$ cat config.mk
export PLATFORM = sky130hd
export DESIGN_NAME = amux_pin_mux
export DESIGN_NICKNAME = d
export VERILOG_FILES = /design/src/include/amux_pkg.sv /design/src/include/amux_pin_if.sv /design/src/logic/amux_pin_slice.sv /design/src/logic/amux_pin_mux.sv
export VERILOG_INCLUDE_DIRS = /design/src /design/src/include
export SDC_FILE = /design/constraint.sdc
export NUM_CORES = 1
export LEC_CHECK = 0
export ABC_CLOCK_PERIOD_IN_PS = 1200
export BUFFER_PORTS_ARGS = -buffer_cell sky130_fd_sc_hd__buf_4
export CORE_AREA = 8 8 137 139
export CTS_CLUSTER_DIAMETER = 50
export DETAILED_ROUTE_END_ITERATION = 16
export DIE_AREA = 0 0 145 147
export PLACE_DENSITY = 0.68
export SYNTH_ARGS = -nofsm -noshare
export SYNTH_HDL_FRONTEND = slang
export SYNTH_SLANG_ARGS = --single-unit
$ cat constraint.sdc
create_clock -name clock -period 1.2 [get_ports clock]
set_input_delay 0.12 -clock clock [delete_from_list [all_inputs] [get_ports clock]]
set_output_delay 0.12 -clock clock [all_outputs]
set_load 0.01 [all_outputs]
$ cat src/include/amux_defs.svh
// Functional notes
// - Port one pins reset to address function
// - Port one pull-up bit clear disables pull-up
// - Port two pull-up bit clear disables pull-up
// - Drive-keep bit decides tri-state on idle bus
// - Boot straps pick port two low function
// - Software may always rewrite port two function
// - Port two upper pins reset as GPIO
// - Upper pins monitor four internal clocks
// - Per-pin release of GPIO on port two
// - Clock-select field picks address or clock
// - GPIO pins individually input or output
`ifndef AMUX_DEFS_SVH
`define AMUX_DEFS_SVH

`define AMUX_ADDR_W          4
`define AMUX_DATA_W          16
`define AMUX_PORT_W          8
`define AMUX_PIN_CNT         16
`define AMUX_UPPER_W         4

`define AMUX_OFS_P1_PULLUP   4'h0
`define AMUX_OFS_P1_DIR      4'h1
`define AMUX_OFS_P1_DATA     4'h2
`define AMUX_OFS_P1_PERIPH   4'h3
`define AMUX_OFS_P1_PINS     4'h4
`define AMUX_OFS_P2_PULLUP   4'h5
`define AMUX_OFS_P2_DIR      4'h6
`define AMUX_OFS_P2_DATA     4'h7
`define AMUX_OFS_P2_PERIPH   4'h8
`define AMUX_OFS_P2_PINS     4'h9
`define AMUX_OFS_BUS_CTRL    4'hA
`define AMUX_OFS_CLK_SEL     4'hB

`define AMUX_PULLUP_RST      8'hFF
`define AMUX_DIR_RST         8'h00
`define AMUX_DATA_RST        8'h00
`define AMUX_P1_PERIPH_RST   8'hFF
`define AMUX_P2_UPPER_RST    4'h0
`define AMUX_P2_LOWER_RST    4'h0
`define AMUX_CLK_SEL_RST     4'h0
`define AMUX_DRV_BIT         0
`define AMUX_DRV_RST         1'b0
`define AMUX_RD_ZERO         16'h0000

`endif

$ cat src/include/amux_pkg.sv
package amux_pkg;
    typedef enum logic [1:0] {
        FUNC_GPIO,
        FUNC_ADDR,
        FUNC_CLK
    } amux_func_t;

    typedef enum logic {
        BOOT_PENDING,
        BOOT_DONE
    } amux_boot_t;
endpackage

$ cat src/include/amux_pin_if.sv
interface amux_pin_if;
    amux_pkg::amux_func_t func;
    logic                 addrBit;
    logic                 addrDrive;
    logic                 clkBit;
    logic                 gpioDir;
    logic                 gpioData;
    logic                 pullCtrl;
    logic                 pinOut;
    logic                 pinOe;
    logic                 pullOn;

    modport ctrl (
        output func,
        output addrBit,
        output addrDrive,
        output clkBit,
        output gpioDir,
        output gpioData,
        output pullCtrl,
        input  pinOut,
        input  pinOe,
        input  pullOn
    );

    modport slice (
        input  func,
        input  addrBit,
        input  addrDrive,
        input  clkBit,
        input  gpioDir,
        input  gpioData,
        input  pullCtrl,
        output pinOut,
        output pinOe,
        output pullOn
    );
endinterface

$ cat src/logic/amux_pin_slice.sv
`include "amux_defs.svh"

module amux_pin_slice (
    input wire logic   clock,
    input wire logic   rst_n,
    amux_pin_if.slice  pin
);
    logic pinOut_reg;
    logic pinOe_reg;
    logic pullOn_reg;
    logic pinOut_next;
    logic pinOe_next;

    // Alternate functions take the pad away from the GPIO settings
    always_comb begin
        case (pin.func)
            amux_pkg::FUNC_ADDR: begin
                pinOut_next = pin.addrBit;
                pinOe_next  = pin.addrDrive;
            end
            amux_pkg::FUNC_CLK: begin
                pinOut_next = pin.clkBit;
                pinOe_next  = 1'b1;
            end
            default: begin
                pinOut_next = pin.gpioData;
                pinOe_next  = pin.gpioDir;
            end
        endcase
    end

    // Output disabled and pull-up on while in reset
    always_ff @(posedge clock) begin
        if (!rst_n) begin
            pinOut_reg <= 1'b0;
            pinOe_reg  <= 1'b0;
            pullOn_reg <= 1'b1;
        end else begin
            pinOut_reg <= pinOut_next;
            pinOe_reg  <= pinOe_next;
            pullOn_reg <= pin.pullCtrl;
        end
    end

    assign pin.pinOut = pinOut_reg;
    assign pin.pinOe  = pinOe_reg;
    assign pin.pullOn = pullOn_reg;
endmodule // amux_pin_slice

$ cat src/logic/amux_pin_mux.sv
// Our own choices: the address-and-strobe port and the register addresses.
`include "amux_defs.svh"

module amux_pin_mux #(
    parameter int PORT_W  = `AMUX_PORT_W,
    parameter int UPPER_W = `AMUX_UPPER_W
) (
    input  wire logic                       clock,
    input  wire logic                       rst_n,
    input  wire logic [`AMUX_ADDR_W-1:0]    regAddr,
    input  wire logic [`AMUX_DATA_W-1:0]    regWrData,
    input  wire logic                       regWrite,
    input  wire logic                       regRead,
    output logic      [`AMUX_DATA_W-1:0]    regRdData,
    input  wire logic [23:8]                extAddr,
    input  wire logic                       extBusActive,
    input  wire logic                       external_boot_input,
    input  wire logic                       ext_bus_mode_input,
    input  wire logic                       flashSecured,
    input  wire logic                       prescalerClk,
    input  wire logic                       system_clk_main,
    input  wire logic                       system_clk_double,
    input  wire logic                       oscillatorClk,
    input  wire logic [`AMUX_PIN_CNT-1:0]   pinIn,
    output logic      [`AMUX_PIN_CNT-1:0]   pinOut,
    output logic      [`AMUX_PIN_CNT-1:0]   pinOe,
    output logic      [`AMUX_PIN_CNT-1:0]   pullupOn
);
    localparam int SYNC_W = `AMUX_PIN_CNT + UPPER_W + 3;
    localparam int LOW_W  = PORT_W - UPPER_W;

    // Software-visible state
    logic [PORT_W-1:0]   port_one_pullup_ctrl_reg;
    logic [PORT_W-1:0]   p1Dir_reg;
    logic [PORT_W-1:0]   p1Data_reg;
    logic [PORT_W-1:0]   p1Periph_reg;
    logic [PORT_W-1:0]   port_two_pullup_ctrl_reg;
    logic [PORT_W-1:0]   p2Dir_reg;
    logic [PORT_W-1:0]   p2Data_reg;
    logic [PORT_W-1:0]   port_two_periph_enable_reg;
    logic                bus_drive_keep_reg;
    logic [UPPER_W-1:0]  clock_output_select_reg;
    logic [`AMUX_DATA_W-1:0] rdData_reg;
    amux_pkg::amux_boot_t    bootState_reg;
    amux_pkg::amux_boot_t    bootState_next;

    // Two-stage synchronisers for pads, straps and monitored clocks
    logic [SYNC_W-1:0]   syncA_reg;
    logic [SYNC_W-1:0]   syncB_reg;
    logic [SYNC_W-1:0]   syncIn;

    logic [`AMUX_PIN_CNT-1:0] pinSync;
    logic [UPPER_W-1:0]       clkSync;
    logic                     bootSync;
    logic                     modeSync;
    logic                     secureSync;
    logic                     startAsAddr;

    logic wrP1Pullup;
    logic wrP1Dir;
    logic wrP1Data;
    logic wrP1Periph;
    logic wrP2Pullup;
    logic wrP2Dir;
    logic wrP2Data;
    logic wrP2Periph;
    logic wrBusCtrl;
    logic wrClkSel;
    logic selP1Pullup;
    logic selP1Dir;
    logic selP1Data;
    logic selP1Periph;
    logic selP1Pins;
    logic selP2Pullup;
    logic selP2Dir;
    logic selP2Data;
    logic selP2Periph;
    logic selP2Pins;
    logic selBusCtrl;
    logic selClkSel;
    logic [PORT_W-1:0]        wrByte;
    logic [PORT_W-1:0]        p2PeriphBoot;
    logic [PORT_W-1:0]        rdByte;
    logic [`AMUX_DATA_W-1:0]  rdMux;

    assign syncIn = {
        flashSecured,
        ext_bus_mode_input,
        external_boot_input,
        oscillatorClk,
        system_clk_double,
        system_clk_main,
        prescalerClk,
        pinIn
    };

    // No reset here: these only follow outside levels
    always_ff @(posedge clock) begin
        syncA_reg <= syncIn;
        syncB_reg <= syncA_reg;
    end

    assign pinSync    = syncB_reg[`AMUX_PIN_CNT-1:0];
    assign clkSync    = syncB_reg[`AMUX_PIN_CNT +: UPPER_W];
    assign bootSync   = syncB_reg[SYNC_W-3];
    assign modeSync   = syncB_reg[SYNC_W-2];
    assign secureSync = syncB_reg[SYNC_W-1];

    // Secured flash blocks only the bus-mode strap; the boot strap still selects address pins
    assign startAsAddr = bootSync | (modeSync & ~secureSync);

    // Index decode shared by both strobes
    assign selP1Pullup = (regAddr == `AMUX_OFS_P1_PULLUP);
    assign selP1Dir    = (regAddr == `AMUX_OFS_P1_DIR);
    assign selP1Data   = (regAddr == `AMUX_OFS_P1_DATA);
    assign selP1Periph = (regAddr == `AMUX_OFS_P1_PERIPH);
    assign selP1Pins   = (regAddr == `AMUX_OFS_P1_PINS);
    assign selP2Pullup = (regAddr == `AMUX_OFS_P2_PULLUP);
    assign selP2Dir    = (regAddr == `AMUX_OFS_P2_DIR);
    assign selP2Data   = (regAddr == `AMUX_OFS_P2_DATA);
    assign selP2Periph = (regAddr == `AMUX_OFS_P2_PERIPH);
    assign selP2Pins   = (regAddr == `AMUX_OFS_P2_PINS);
    assign selBusCtrl  = (regAddr == `AMUX_OFS_BUS_CTRL);
    assign selClkSel   = (regAddr == `AMUX_OFS_CLK_SEL);

    // Write decode; the pin-state indices have no write strobe
    assign wrByte     = regWrData[PORT_W-1:0];
    assign wrP1Pullup = regWrite & selP1Pullup;
    assign wrP1Dir    = regWrite & selP1Dir;
    assign wrP1Data   = regWrite & selP1Data;
    assign wrP1Periph = regWrite & selP1Periph;
    assign wrP2Pullup = regWrite & selP2Pullup;
    assign wrP2Dir    = regWrite & selP2Dir;
    assign wrP2Data   = regWrite & selP2Data;
    assign wrP2Periph = regWrite & selP2Periph;
    assign wrBusCtrl  = regWrite & selBusCtrl;
    assign wrClkSel   = regWrite & selClkSel;

    // Boot sequencing: one pass after reset release
    always_comb begin
        case (bootState_reg)
            amux_pkg::BOOT_PENDING: bootState_next = amux_pkg::BOOT_DONE;
            amux_pkg::BOOT_DONE:    bootState_next = amux_pkg::BOOT_DONE;
            default:                bootState_next = amux_pkg::BOOT_DONE;
        endcase
    end

    // A software write in the strap cycle wins over the strap choice
    always_comb begin
        p2PeriphBoot = port_two_periph_enable_reg;
        if (bootState_reg == amux_pkg::BOOT_PENDING) begin
            p2PeriphBoot[LOW_W-1:0] = {LOW_W{startAsAddr}};
        end
        if (wrP2Periph) begin
            p2PeriphBoot = wrByte;
        end
    end

    always_ff @(posedge clock) begin
        if (!rst_n) begin
            bootState_reg <= amux_pkg::BOOT_PENDING;
            port_two_periph_enable_reg <= {`AMUX_P2_UPPER_RST,
                                           `AMUX_P2_LOWER_RST};
        end else begin
            bootState_reg <= bootState_next;
            port_two_periph_enable_reg <= p2PeriphBoot;
        end
    end

    // Pull-ups stay on until software clears them, so idle pads do not float before that
    always_ff @(posedge clock) begin
        if (!rst_n) begin
            port_one_pullup_ctrl_reg <= `AMUX_PULLUP_RST;
        end else if (wrP1Pullup) begin
            port_one_pullup_ctrl_reg <= wrByte;
        end
    end

    always_ff @(posedge clock) begin
        if (!rst_n) begin
            port_two_pullup_ctrl_reg <= `AMUX_PULLUP_RST;
        end else if (wrP2Pullup) begin
            port_two_pullup_ctrl_reg <= wrByte;
        end
    end

    always_ff @(posedge clock) begin
        if (!rst_n) begin
            p1Periph_reg <= `AMUX_P1_PERIPH_RST;
        end else if (wrP1Periph) begin
            p1Periph_reg <= wrByte;
        end
    end

    always_ff @(posedge clock) begin
        if (!rst_n) begin
            p1Dir_reg <= `AMUX_DIR_RST;
        end else if (wrP1Dir) begin
            p1Dir_reg <= wrByte;
        end
    end

    always_ff @(posedge clock) begin
        if (!rst_n) begin
            p1Data_reg <= `AMUX_DATA_RST;
        end else if (wrP1Data) begin
            p1Data_reg <= wrByte;
        end
    end

    always_ff @(posedge clock) begin
        if (!rst_n) begin
            p2Dir_reg <= `AMUX_DIR_RST;
        end else if (wrP2Dir) begin
            p2Dir_reg <= wrByte;
        end
    end

    always_ff @(posedge clock) begin
        if (!rst_n) begin
            p2Data_reg <= `AMUX_DATA_RST;
        end else if (wrP2Data) begin
            p2Data_reg <= wrByte;
        end
    end

    always_ff @(posedge clock) begin
        if (!rst_n) begin
            bus_drive_keep_reg <= `AMUX_DRV_RST;
        end else if (wrBusCtrl) begin
            bus_drive_keep_reg <= regWrData[`AMUX_DRV_BIT];
        end
    end

    always_ff @(posedge clock) begin
        if (!rst_n) begin
            clock_output_select_reg <= `AMUX_CLK_SEL_RST;
        end else if (wrClkSel) begin
            clock_output_select_reg <= regWrData[UPPER_W-1:0];
        end
    end

    // AND-OR read select: an unmapped index selects nothing and reads zero
    assign rdByte = ({PORT_W{selP1Pullup}} & port_one_pullup_ctrl_reg)
                  | ({PORT_W{selP1Dir}}    & p1Dir_reg)
                  | ({PORT_W{selP1Data}}   & p1Data_reg)
                  | ({PORT_W{selP1Periph}} & p1Periph_reg)
                  | ({PORT_W{selP1Pins}}   & pinSync[PORT_W-1:0])
                  | ({PORT_W{selP2Pullup}} & port_two_pullup_ctrl_reg)
                  | ({PORT_W{selP2Dir}}    & p2Dir_reg)
                  | ({PORT_W{selP2Data}}   & p2Data_reg)
                  | ({PORT_W{selP2Periph}} & port_two_periph_enable_reg)
                  | ({PORT_W{selP2Pins}}   & pinSync[`AMUX_PIN_CNT-1:PORT_W])
                  | ({PORT_W{selBusCtrl}}  & PORT_W'(bus_drive_keep_reg))
                  | ({PORT_W{selClkSel}}   & PORT_W'(clock_output_select_reg));
    // Port registers are a byte wide; the upper half of the word reads zero
    assign rdMux  = {{(`AMUX_DATA_W-PORT_W){1'b0}}, rdByte};

    // Read data stands only in the cycle after the strobe
    always_ff @(posedge clock) begin
        if (!rst_n) begin
            rdData_reg <= `AMUX_RD_ZERO;
        end else begin
            rdData_reg <= regRead ? rdMux : `AMUX_RD_ZERO;
        end
    end

    assign regRdData = rdData_reg;

    // Per-pin function select and pad drive
    logic [`AMUX_PIN_CNT-1:0] periphAll;
    logic [`AMUX_PIN_CNT-1:0] dirAll;
    logic [`AMUX_PIN_CNT-1:0] dataAll;
    logic [`AMUX_PIN_CNT-1:0] pullAll;
    logic [`AMUX_PIN_CNT-1:0] clkSelAll;
    logic [`AMUX_PIN_CNT-1:0] clkValAll;
    logic                     addrDrive;

    assign periphAll = {port_two_periph_enable_reg, p1Periph_reg};
    assign dirAll    = {p2Dir_reg, p1Dir_reg};
    assign dataAll   = {p2Data_reg, p1Data_reg};
    assign pullAll   = {port_two_pullup_ctrl_reg, port_one_pullup_ctrl_reg};
    assign clkSelAll = {clock_output_select_reg, 12'h000};
    assign clkValAll = {clkSync, 12'h000};
    // With drive-keep clear the lines float while the bus is idle
    assign addrDrive = extBusActive | bus_drive_keep_reg;

    genvar gi;
    generate
        for (gi = 0; gi < `AMUX_PIN_CNT; gi++) begin : g_pin
            amux_pin_if pinBus ();

            assign pinBus.func = !periphAll[gi] ? amux_pkg::FUNC_GPIO :
                                 clkSelAll[gi]  ? amux_pkg::FUNC_CLK  :
                                                  amux_pkg::FUNC_ADDR;
            assign pinBus.addrBit   = extAddr[gi+8];
            assign pinBus.addrDrive = addrDrive;
            assign pinBus.clkBit    = clkValAll[gi];
            assign pinBus.gpioDir   = dirAll[gi];
            assign pinBus.gpioData  = dataAll[gi];
            assign pinBus.pullCtrl  = pullAll[gi];

            amux_pin_slice u_slice (
                .clock (clock),
                .rst_n (rst_n),
                .pin   (pinBus.slice)
            );

            assign pinOut[gi]   = pinBus.pinOut;
            assign pinOe[gi]    = pinBus.pinOe;
            assign pullupOn[gi] = pinBus.pullOn;
        end
    endgenerate
endmodule // amux_pin_mux

==> run metrics, run 1 <==
sequential fraction of the synthesis area=53.0%; area leader, netlist=dfxtp_1; Main synth FF type=dfxtp_1; Core Region=16800 um^2; filler instances=about 1500; effective utilization at floorplan=around 39%; area of the multi-input gates=2470 um^2; die area=~21000 um^2; sequential power share=approximately 46%; crit path from=p2Data_reg[2]; skew final=about 0.011 ns; Slew Limit Fails=0; DP Wirelength=14.5 mm; Post-synth top cells=172 x dfxtp_1, 83 x nand2_1, 61 x buf_4, 54 x nand3_1, 52 x nor2_1; via/cell ratio=around 4.9; worst path cell trace=mux2_2 > a22o_1 > o211ai_1 > a21oi_1; critical path class=flip-flop to flip-flop; Hold Path End=port_two_periph_enable_reg[6]; clock power share=between 40 and 50%; Gate power share=a little under a tenth; Critical R2R Capture=regRdData[2]; Arr. time, crit path=about 1.5 ns; row count=48; post-synthesis cell count=~680; most frequent cell after synthesis=dfxtp_1; post-synthesis average cell area=9.59 um^2; global-route wire length before repair=around 30 mm; Wirelength per Cell=approximately 18 um; Post-synth EDFFs=0; clock root buffer=clkbuf_16; CP endpoint kind=flip-flop; relative slew slack=between 50 and 60%; DR vias=5326; startpoint types=flip-flop; placed inst area=7750 um^2; Synth async-reset ratio=0%; DR DRC count=0; drt pass-1 iters=5; status=finished, violations left; sw frac=between 20% and 30%; slowest CP cell=dfxtp_2; Post-Syn Area=between 6000 and 7000 um^2; Worst-path clk slew=roughly 0.07 ns; Worst Path Max Fanout=3; fin area=approximately 8800 um^2; share of cells above drive strength 1=between 30% and 40%; pin slew with the least headroom to its limit=0.675 ns; Worst Hold Path Cells=3; final worst slack=-0.0208 ns; slack of the worst reg-to-reg path=-0.02 ns; number of I/O pins=between 100 and 150; RSZ-0062 raised after global routing=true; Antenna Diode Count=0; Hold Path Origin=regWrData[6]; failing checks=setup timing; endpoints failing setup=1; Sum Neg Setup Slack=-0.0208 ns; pin count of the biggest net entering global routing=31; vias in the first global route=around 5400; depth of the worst register-to-register path=4; Die X=around 150 um; Syn-to-layout area delta=35.8%; Tcrit/Tclk final=102%; Max IR drop VDD=roughly 0.00092 V; launching point of the worst reg2reg path=p2Data_reg[2]; Final ANT Viol Nets=0; fmax=between 0.8 and 0.9 GHz; Required @ worst endpoint=between 1.5 and 2 ns; total global routing track utilization=around 19%; share of the synthesized area in the top cell type=a little over half; grt total ovfl=0; worst min path class=primary input to flip-flop; Ys Warns=0; leakage=~3.8 nW; Starting DRT DRC Count=between 400 and 500; initial antenna violation count=0; clock tree from TritonCTS=done; post-layout util=a little over half; height of the die=approximately 150 um; Num CTS Buffers=17; Final GP Congestion=about 0.90; Total Power=13.1 mW; top cells by area, synth=dfxtp_1 53%, mux2i_1 7.1%, buf_4 7.1%, nand2_1 4.8%, nand3_1 4.2%; Final Critical Period=approximately 1.2 ns; Sw Pwr=3.17 mW; Detailed Route WL=between 15 and 20 mm; nets@finish=around 900; synth unique cells=45; clk buf depth=2; maxcap violations=0; Int Power=~10 mW; clk sink count=172; #FFs+latches synth=about 170; register area=approximately 3500 um^2; final hold viol count=0; worst skew pair latency=approximately 0.43 ns; Port Buffers=around 110; power per cell area=between 1000 and 1500 nW/um^2; slowest stage delay, CP=between 0.3 and 0.4 ns; H-tree depth=4
-- cell families (layout without fill, tap and decap cells) --
logic type	after synthesis	after routing	share of synthesized area (%)
DFF	172	172	53.0
other	1	8	0.0578
muxes	57	57	9.18
AOI/OAI and AO/OA	98	98	10.2
and+or+nand+nor	242	242	17.4
buffers and inverters	107	275	10.1
-- timing repair --
action / in CTS / in global routing
pin swaps: 4 / 3
hold buffers: 37 / 0
endpoints found under the setup margin: 18 / 20
buffers inserted: 0 / 0
gates resized for setup: 8 / 13
endpoints found under the hold margin: 37 / 0
cloned: 0 / 0
-- through the flow --
| stage | std cells | hold slack [ns] | setup WS, ns |
|---|---|---|---|
| floorplan | 684 | 0.148 | 0.00126 |
| global placement | 1008 | 0.224 | -0.243 |
| detailed placement | 1008 | 0.225 | -0.266 |
| CTS | 1077 | 0.00263 | -0.0206 |
| global route | 1077 | 0.0166 | -0.0547 |
| finish | 1077 | 0.0244 | -0.0208 |
-- final cells by class --
type | count | area share [%]
repair buffers | 239 | 22.3
clock buffers | 17 | 4.82
inverters | 4 | 0.170
well taps | 225 | 3.19
clock inverters | 15 | 2.33
multi-input cells | 405 | 28.1
flip-flops and latches | 172 | 39.2
-- per-layer routing --
| layer | global-route usage [%] | vias to the layer above | part of all wire, % |
|---|---|---|---|
| met4 | 9.26 | 0 | 3.3 |
| met2 | 29.8 | 184 | 47 |
| met3 | 4.43 | 37 | 5.5 |
| li1 | - | 2575 | - |
| met1 | 22.8 | 2530 | 45 |
| met5 | 0 | - | 0 |
-- worst max-delay path by stage --
stage | end | slack, ns | cells past startpoint
6_report | regRdData[2] | -0.02 | 4
3_5_place_dp | g_pin[3].u_slice.pin.pinOe | -0.27 | 2
4_1_cts | regRdData[2] | -0.02 | 4
5_1_grt | regRdData[0] | -0.05 | 4
3_3_place_gp | regRdData[2] | -0.24 | 6
2_1_floorplan | regRdData[3] | 0.001 | 6
-- worst max-delay path, delay by kind of cell, from the launching register on --
kind	cells	cell delay, ns
compound gates	3	0.51
flops	1	0.33
mux	1	0.26
-- power groups by stage --
stage / clock [mW] / combinational [mW] / sequential, mW
final: 5.86 / 1.20 / 5.99
after detailed placement: 0 / 1.08 / 6.12
after CTS: 5.96 / 1.19 / 5.99
after floorplan: 0 / 0.588 / 6.10
after global placement: 0 / 1.08 / 6.12
after global routing: 6.24 / 1.29 / 6.01
-- placed cells by master, fill, tap and decap left out, types with 3 or more instances in the layout --
cell type | netlist | final
a32o_1 | 3 | 3
and2_1 | 4 | 4
nor2b_1 | 9 | 9
nand2b_1 | 16 | 16
a22o_1 | 10 | 10
dlygate4sd3_1 | 0 | 37
nor3_1 | 5 | 5
dfxtp_1 | 172 | 163
inv_1 | 3 | 3
nand2_1 | 83 | 83
buf_12 | 0 | 6
o21ai_0 | 7 | 6
a31oi_1 | 9 | 7
mux2i_1 | 46 | 46
inv_8 | 0 | 3
and3_1 | 6 | 5
inv_6 | 0 | 5
nor2_1 | 52 | 51
a21oi_1 | 31 | 30
mux2_2 | 10 | 10
a22oi_1 | 5 | 4
bufinv_16 | 0 | 3
a211oi_1 | 17 | 16
clkbuf_16 | 0 | 17
conb_1 | 1 | 8
nand3_1 | 54 | 54
buf_4 | 61 | 196
dfxtp_2 | 0 | 9
o211ai_1 | 4 | 4
o2bb2ai_1 | 3 | 3
Note: power is estimated with default switching activity, not from simulation.
==> run 2, diff against run 1 <==
--- a/config.mk
+++ b/config.mk
@@ -8,10 +8,10 @@
 export LEC_CHECK = 0
 export ABC_CLOCK_PERIOD_IN_PS = 1200
 export BUFFER_PORTS_ARGS = -buffer_cell sky130_fd_sc_hd__buf_4
-export CORE_AREA = 8 8 137 139
+export CORE_AREA = 8 8 126 151
 export CTS_CLUSTER_DIAMETER = 50
 export DETAILED_ROUTE_END_ITERATION = 16
-export DIE_AREA = 0 0 145 147
+export DIE_AREA = 0 0 134 159
 export PLACE_DENSITY = 0.68
 export SYNTH_ARGS = -nofsm -noshare
 export SYNTH_HDL_FRONTEND = slang
==> run 2 against run 1 <==
  * The run still ends with setup timing left
  * Power fell by 2.9%
  * Clock skew barely moved
  * Wire length rose by 1.1%
  * Setup slack got worse by 0.0065 ns
  * Count of clock-buffer cells in the layout rose by 2
  * Combinational power barely moved
  * Utilization rose by 0.21 points
  * Global-route usage rose by 0.46 points
  * Final cell count fell by 1.0%
  * Critical endpoint unchanged
==> run metrics, run 2 (synthesis results as in run 1) <==
status=finished, violations left; failing checks=setup timing; fmax=0.815 GHz (-0.53%); Tcrit/Tclk final=102% (+0.55 points); initial antenna violation count=0 (unchanged); Arr. time, crit path=1.53 ns (about the same); placed inst area=7750 um^2 (about the same); worst skew pair latency=0.43 ns (about the same); Port Buffers=111 (unchanged); Sum Neg Setup Slack=-0.0345 ns (-0.0137 ns); final hold viol count=0 (unchanged); die area=21300 um^2 (about the same); global-route wire length before repair=30.6 mm (+0.48%); critical path class=flip-flop to flip-flop; drt pass-1 iters=7 (+2); clock root buffer=clkbuf_16; effective utilization at floorplan=39.1% (+0.39 points); Final Critical Period=1.23 ns (+0.00654 ns); skew final=0.0113 ns (+0.000118 ns); Worst-path clk slew=0.06 ns (about the same); Final ANT Viol Nets=0 (unchanged); register area=3460 um^2 (about the same); maxcap violations=0 (unchanged); filler instances=1525 (+2.8%); total global routing track utilization=19.0% (+0.46 points); Num CTS Buffers=17 (unchanged); power per cell area=1450 nW/um^2 (-2.3%); worst min path class=primary input to flip-flop; DR DRC count=0 (unchanged); depth of the worst register-to-register path=4 (unchanged); fin area=8770 um^2 (-0.58%); height of the die=159 um (+8.2%); number of I/O pins=128 (unchanged); grt total ovfl=0 (unchanged); Core Region=16600 um^2 (-0.99%); Worst Path Max Fanout=2 (-1); final worst slack=-0.0273 ns (-0.00654 ns); post-route insts no fill=1066 (-1.0%); Antenna Diode Count=0 (unchanged); Max IR drop VDD=0.000866 V (-5.9%); row count=52 (+8.3%); leakage=3.80 nW (-0.61%); Total Power=12.7 mW (-2.9%); nets@finish=901 (-0.22%); Detailed Route WL=20.0 mm (+1.1%); RSZ-0062 raised after global routing=true; pin count of the biggest net entering global routing=41 (+32%); clock tree from TritonCTS=done; dpl ws=-0.253 ns (+0.0130 ns); Required @ worst endpoint=1.51 ns (about the same); DR vias=5227 (-1.9%); via/cell ratio=4.90 (-0.85%); startpoint types=flip-flop; vias in the first global route=5292 (-2.1%); DP Wirelength=14.8 mm (+2.0%); most frequent cells in the layout=192 x buf_4, 162 x dfxtp_1, 83 x nand2_1; share of cells above drive strength 1=31.4% (-0.40 points); clk sink count=172 (unchanged); Wirelength per Cell=18.7 um (+2.2%); area of the multi-input gates=2460 um^2 (-0.61%); Final GP Congestion=0.910 (+0.78%); Slew Limit Fails=0 (unchanged); commonest non-fill, non-tap cell in the layout=buf_4; Syn-to-layout area delta=35.0%; Hold WS=0.0256 ns (+0.00130 ns); Worst Hold Path Cells=3 (unchanged); Starting DRT DRC Count=454 (+10%); placed cells=997 (-1.1%); CP endpoint kind=flip-flop; clk buf depth=2 (unchanged); endpoints failing setup=2 (+1); Die X=134 um (-7.6%); post-layout util=52.8% (+0.21 points); H-tree depth=4 (unchanged)
==> run 2: worst paths after layout <==
check | startpoint | endpoint | slack, ns
max | p2Data_reg[2] | regRdData[2] | -0.03
min | extBusActive | g_pin[13].u_slice.pin.pinOe | 0.03
max reg2reg | p2Data_reg[2] | regRdData[2] | -0.03
min reg2reg | syncA_reg[21] | syncB_reg[21] | 0.33
==> run 2: area by class of cell <==
type                       instances  area share, %
sequential                       172           39.4
multi-input combinational        405           28.0
timing repair buffer             237           22.5
clock buffer                      19           5.17
tap                              216           3.08
clock inverter                    13           1.61
inverter                           4          0.171
==> run 2: what timing repair did <==
| item | CTS | global route |
|---|---|---|
| endpoints found under the hold margin | 38 | 0 |
| setup buffers | 0 | 0 |
| pin swaps | 4 | 7 |
| setup endpoints to repair | 2 | 6 |
| hold buffers | 37 | 0 |
| resized for setup | 7 | 13 |
==> run 2: power by group <==
group	internal [mW]	switching [mW]	total [mW]	leakage (nW)
Combinational	0.620	0.579	1.20	2.10
Clock	3.18	2.29	5.47	0.286
Sequential	5.91	0.0994	6.01	1.42
Total	9.71	2.97	12.7	3.80
==> run 2: critical path: stages (launching register included) <==
cell and delay, ns:
dfxtp_2 0.33, mux2_2 0.25, a22o_1 0.21, o211ai_1 0.20, a21oi_1 0.11
==> run 2: metal layers <==
metal	up-vias	track usage [%]	wire, um
li1	2577	-	-
met1	2414	22.4	8250
met2	197	31.3	9750
met3	39	4.58	1280
met4	0	9.67	675
met5	-	0	0
==> run 3, diff against run 2 <==
==> constraint.sdc (replaced) <==
create_clock -name clock -period 1.2 [get_ports clock]
set_input_delay 0.18 -clock clock [delete_from_list [all_inputs] [get_ports clock]]
set_output_delay 0.18 -clock clock [all_outputs]
set_load 0.01 [all_outputs]
==> run 3 against run 2 <==
  * The run still ends with setup timing left
  * Global-route usage decreased by 0.16 points
  * First-iteration DRC count increased by 12%
  * Clock power decreased by 1%
  * Sequential cell count unchanged
  * Count of clock-buffer cells in the layout increased by 4
  * Worst hold slack got worse by 0.0092 ns
  * Sequential share of layout area increased by 0.38 points
  * Final cell count decreased by 1.1%
  * Critical path type unchanged
  * Largest power group unchanged
==> run metrics, run 3 (synthesis results as in run 1) <==
Worst Path Max Fanout=2 (unchanged); most frequent cells in the layout=184 x buf_4, 164 x dfxtp_1, 83 x nand2_1; nets@finish=890 (-1.2%); effective utilization at floorplan=39.1% (unchanged); fmax=0.772 GHz (-5.2%); pin count of the biggest net entering global routing=47 (+15%); Worst-path clk slew=0.06 ns (about the same); height of the die=159 um (unchanged); total global routing track utilization=18.8% (-0.16 points); Detailed Route WL=19.6 mm (-1.7%); Port Buffers=111 (unchanged); slowest stage delay, CP=0.39 ns (+0.06 ns); via/cell ratio=4.94 (+0.85%); Slew Limit Fails=0 (unchanged); endpoints failing setup=2 (unchanged); clock root buffer=clkbuf_16; failing checks=setup timing; clock tree from TritonCTS=done; filler instances=1532 (+0.46%); Starting DRT DRC Count=507 (+12%); global routing met2 resource utilization=31.4% (+0.14 points); fin area=8680 um^2 (-1.0%); DP Wirelength=14.5 mm (-2.3%); Total Power=12.6 mW (-0.53%); H-tree depth=4 (unchanged); startpoint types=flip-flop; global-route wire length before repair=30.7 mm (+0.23%); placed cells=988 (-0.90%); number of I/O pins=128 (unchanged); Tcrit/Tclk final=108% (+5.6 points); power per cell area=1450 nW/um^2 (+0.51%); Num CTS Buffers=17 (unchanged); Die X=134 um (unchanged); Top delay family on crit path=compound AO/OA/AOI/OAI gates; final hold viol count=0 (unchanged); vias in the first global route=5321 (+0.55%); row count=52 (unchanged); maxcap violations=0 (unchanged); die area=21300 um^2 (unchanged); worst skew pair latency=0.42 ns (about the same); initial antenna violation count=0 (unchanged); Arr. time, crit path=1.57 ns (+0.04 ns); gr busiest metal=met2; placed inst area=7700 um^2 (-0.65%); leakage=3.75 nW (-1.2%); Antenna Diode Count=0 (unchanged); skew final=0.00630 ns (-0.00499 ns); Max IR drop VDD=0.000809 V (-6.6%); worst min path class=primary input to flip-flop; grt total ovfl=0 (unchanged); Required @ worst endpoint=1.48 ns (-0.03 ns); Syn-to-layout area delta=33.7%; Hold Path Origin=extAddr[12]; Wirelength per Cell=18.6 um (-0.62%); clk sink count=172 (unchanged); status=finished, violations left; M3 GR Usage=4.89% (+0.32 points); critical path class=flip-flop to flip-flop; CP endpoint kind=flip-flop; Final Critical Period=1.29 ns (+0.0676 ns); RSZ-0062 raised after global routing=true; final worst slack=-0.0949 ns (-0.0676 ns); worst path cell trace=mux2i_1 > o2bb2ai_1 > a222oi_1 > a21oi_1; met1 usage=22.2% (-0.17 points); Core Region=16600 um^2 (unchanged); drt pass-1 iters=5 (-2); clk buf depth=2 (unchanged); DR vias=5212 (-0.29%); DR DRC count=0 (unchanged); WP buf/inv=0 (unchanged); share of cells above drive strength 1=30.1% (-1.3 points); post-route insts no fill=1054 (-1.1%); slowest CP cell=a222oi_1; commonest non-fill, non-tap cell in the layout=buf_4; launching point of the worst reg2reg path=port_one_pullup_ctrl_reg[3]; Final ANT Viol Nets=0 (unchanged); Final GP Congestion=0.918 (+0.90%); crit path from=port_one_pullup_ctrl_reg[3]
[run 3: cell types whose count changed in the layout (fill, tap and decap cells not counted), moves of 2 or more]
cell / change
dfxtp_1: +2
clkinv_4: -3
clkinvlp_4: -2
dlygate4sd3_1: -4
dfxtp_2: -2
clkbuf_1: +5
inv_6: -2
buf_4: -8
[run 3: cell type report]
cell class / count / area (um^2) / area share, %
inverters: 4 / 15.0 / 0.173
flip-flops and latches: 172 / 3450 / 39.8
clock buffers: 23 / 458 / 5.28
well taps: 216 / 270 / 3.12
repair buffers: 226 / 1890 / 21.8
clock inverters: 8 / 118 / 1.36
multi-input cells: 405 / 2470 / 28.5
[run 3: final timing paths]
kind | end | slack [ns] | cells after the start
min reg2reg | syncB_reg[1] | 0.32 | 0
max reg2reg | regRdData[3] | -0.09 | 4
min | g_pin[4].u_slice.pin.pinOut | 0.02 | 3
max | regRdData[3] | -0.09 | 4
[run 3: where the power goes]
group / leakage, nW / internal [mW] / switching [mW] / total, mW
clock: 0.281 / 3.30 / 2.11 / 5.41
sequential: 1.41 / 5.91 / 0.0983 / 6.01
combinational: 2.06 / 0.611 / 0.578 / 1.19
[run 3: metal layers]
| layer | routed length, um | part of all wire (%) | up-vias |
|---|---|---|---|
| met2 | 9540 | 49 | 205 |
| met1 | 8050 | 41 | 2414 |
| met5 | 0 | 0 | - |
| met4 | 634 | 3.2 | 0 |
| met3 | 1380 | 7.0 | 44 |
| li1 | - | - | 2549 |
[run 3: tightest hold or removal path: cells and delay by family]
| kind | cells | cell delay (ns) |
|---|---|---|
| buffers and inverters | 1 | 0.08 |
| multiplexers | 1 | 0.06 |
| AND/OR/NAND/NOR | 1 | 0.08 |
[run 3: repair_timing]
item	in CTS	in global routing
hold buffers	33	0
pin swaps	6	7
resized for setup	11	8
endpoints found under the hold margin	33	0
endpoints found under the setup margin	5	7
setup buffers	2	0
[run 3: stage by stage]
step / hold WS [ns] / worst slack, ns / utilization (%) / TNS, ns
3_3_place_gp: 0.285 / -0.400 / 46.4 / -13.38
6_report: 0.0164 / -0.0949 / 52.3 / -0.101
3_5_place_dp: 0.286 / -0.319 / 46.4 / -14.27
2_1_floorplan: 0.208 / -0.00483 / - / -0.00483
5_1_grt: 0.000552 / -0.0831 / 52.3 / -0.171
4_1_cts: 0.00155 / -0.0862 / 52.1 / -0.132
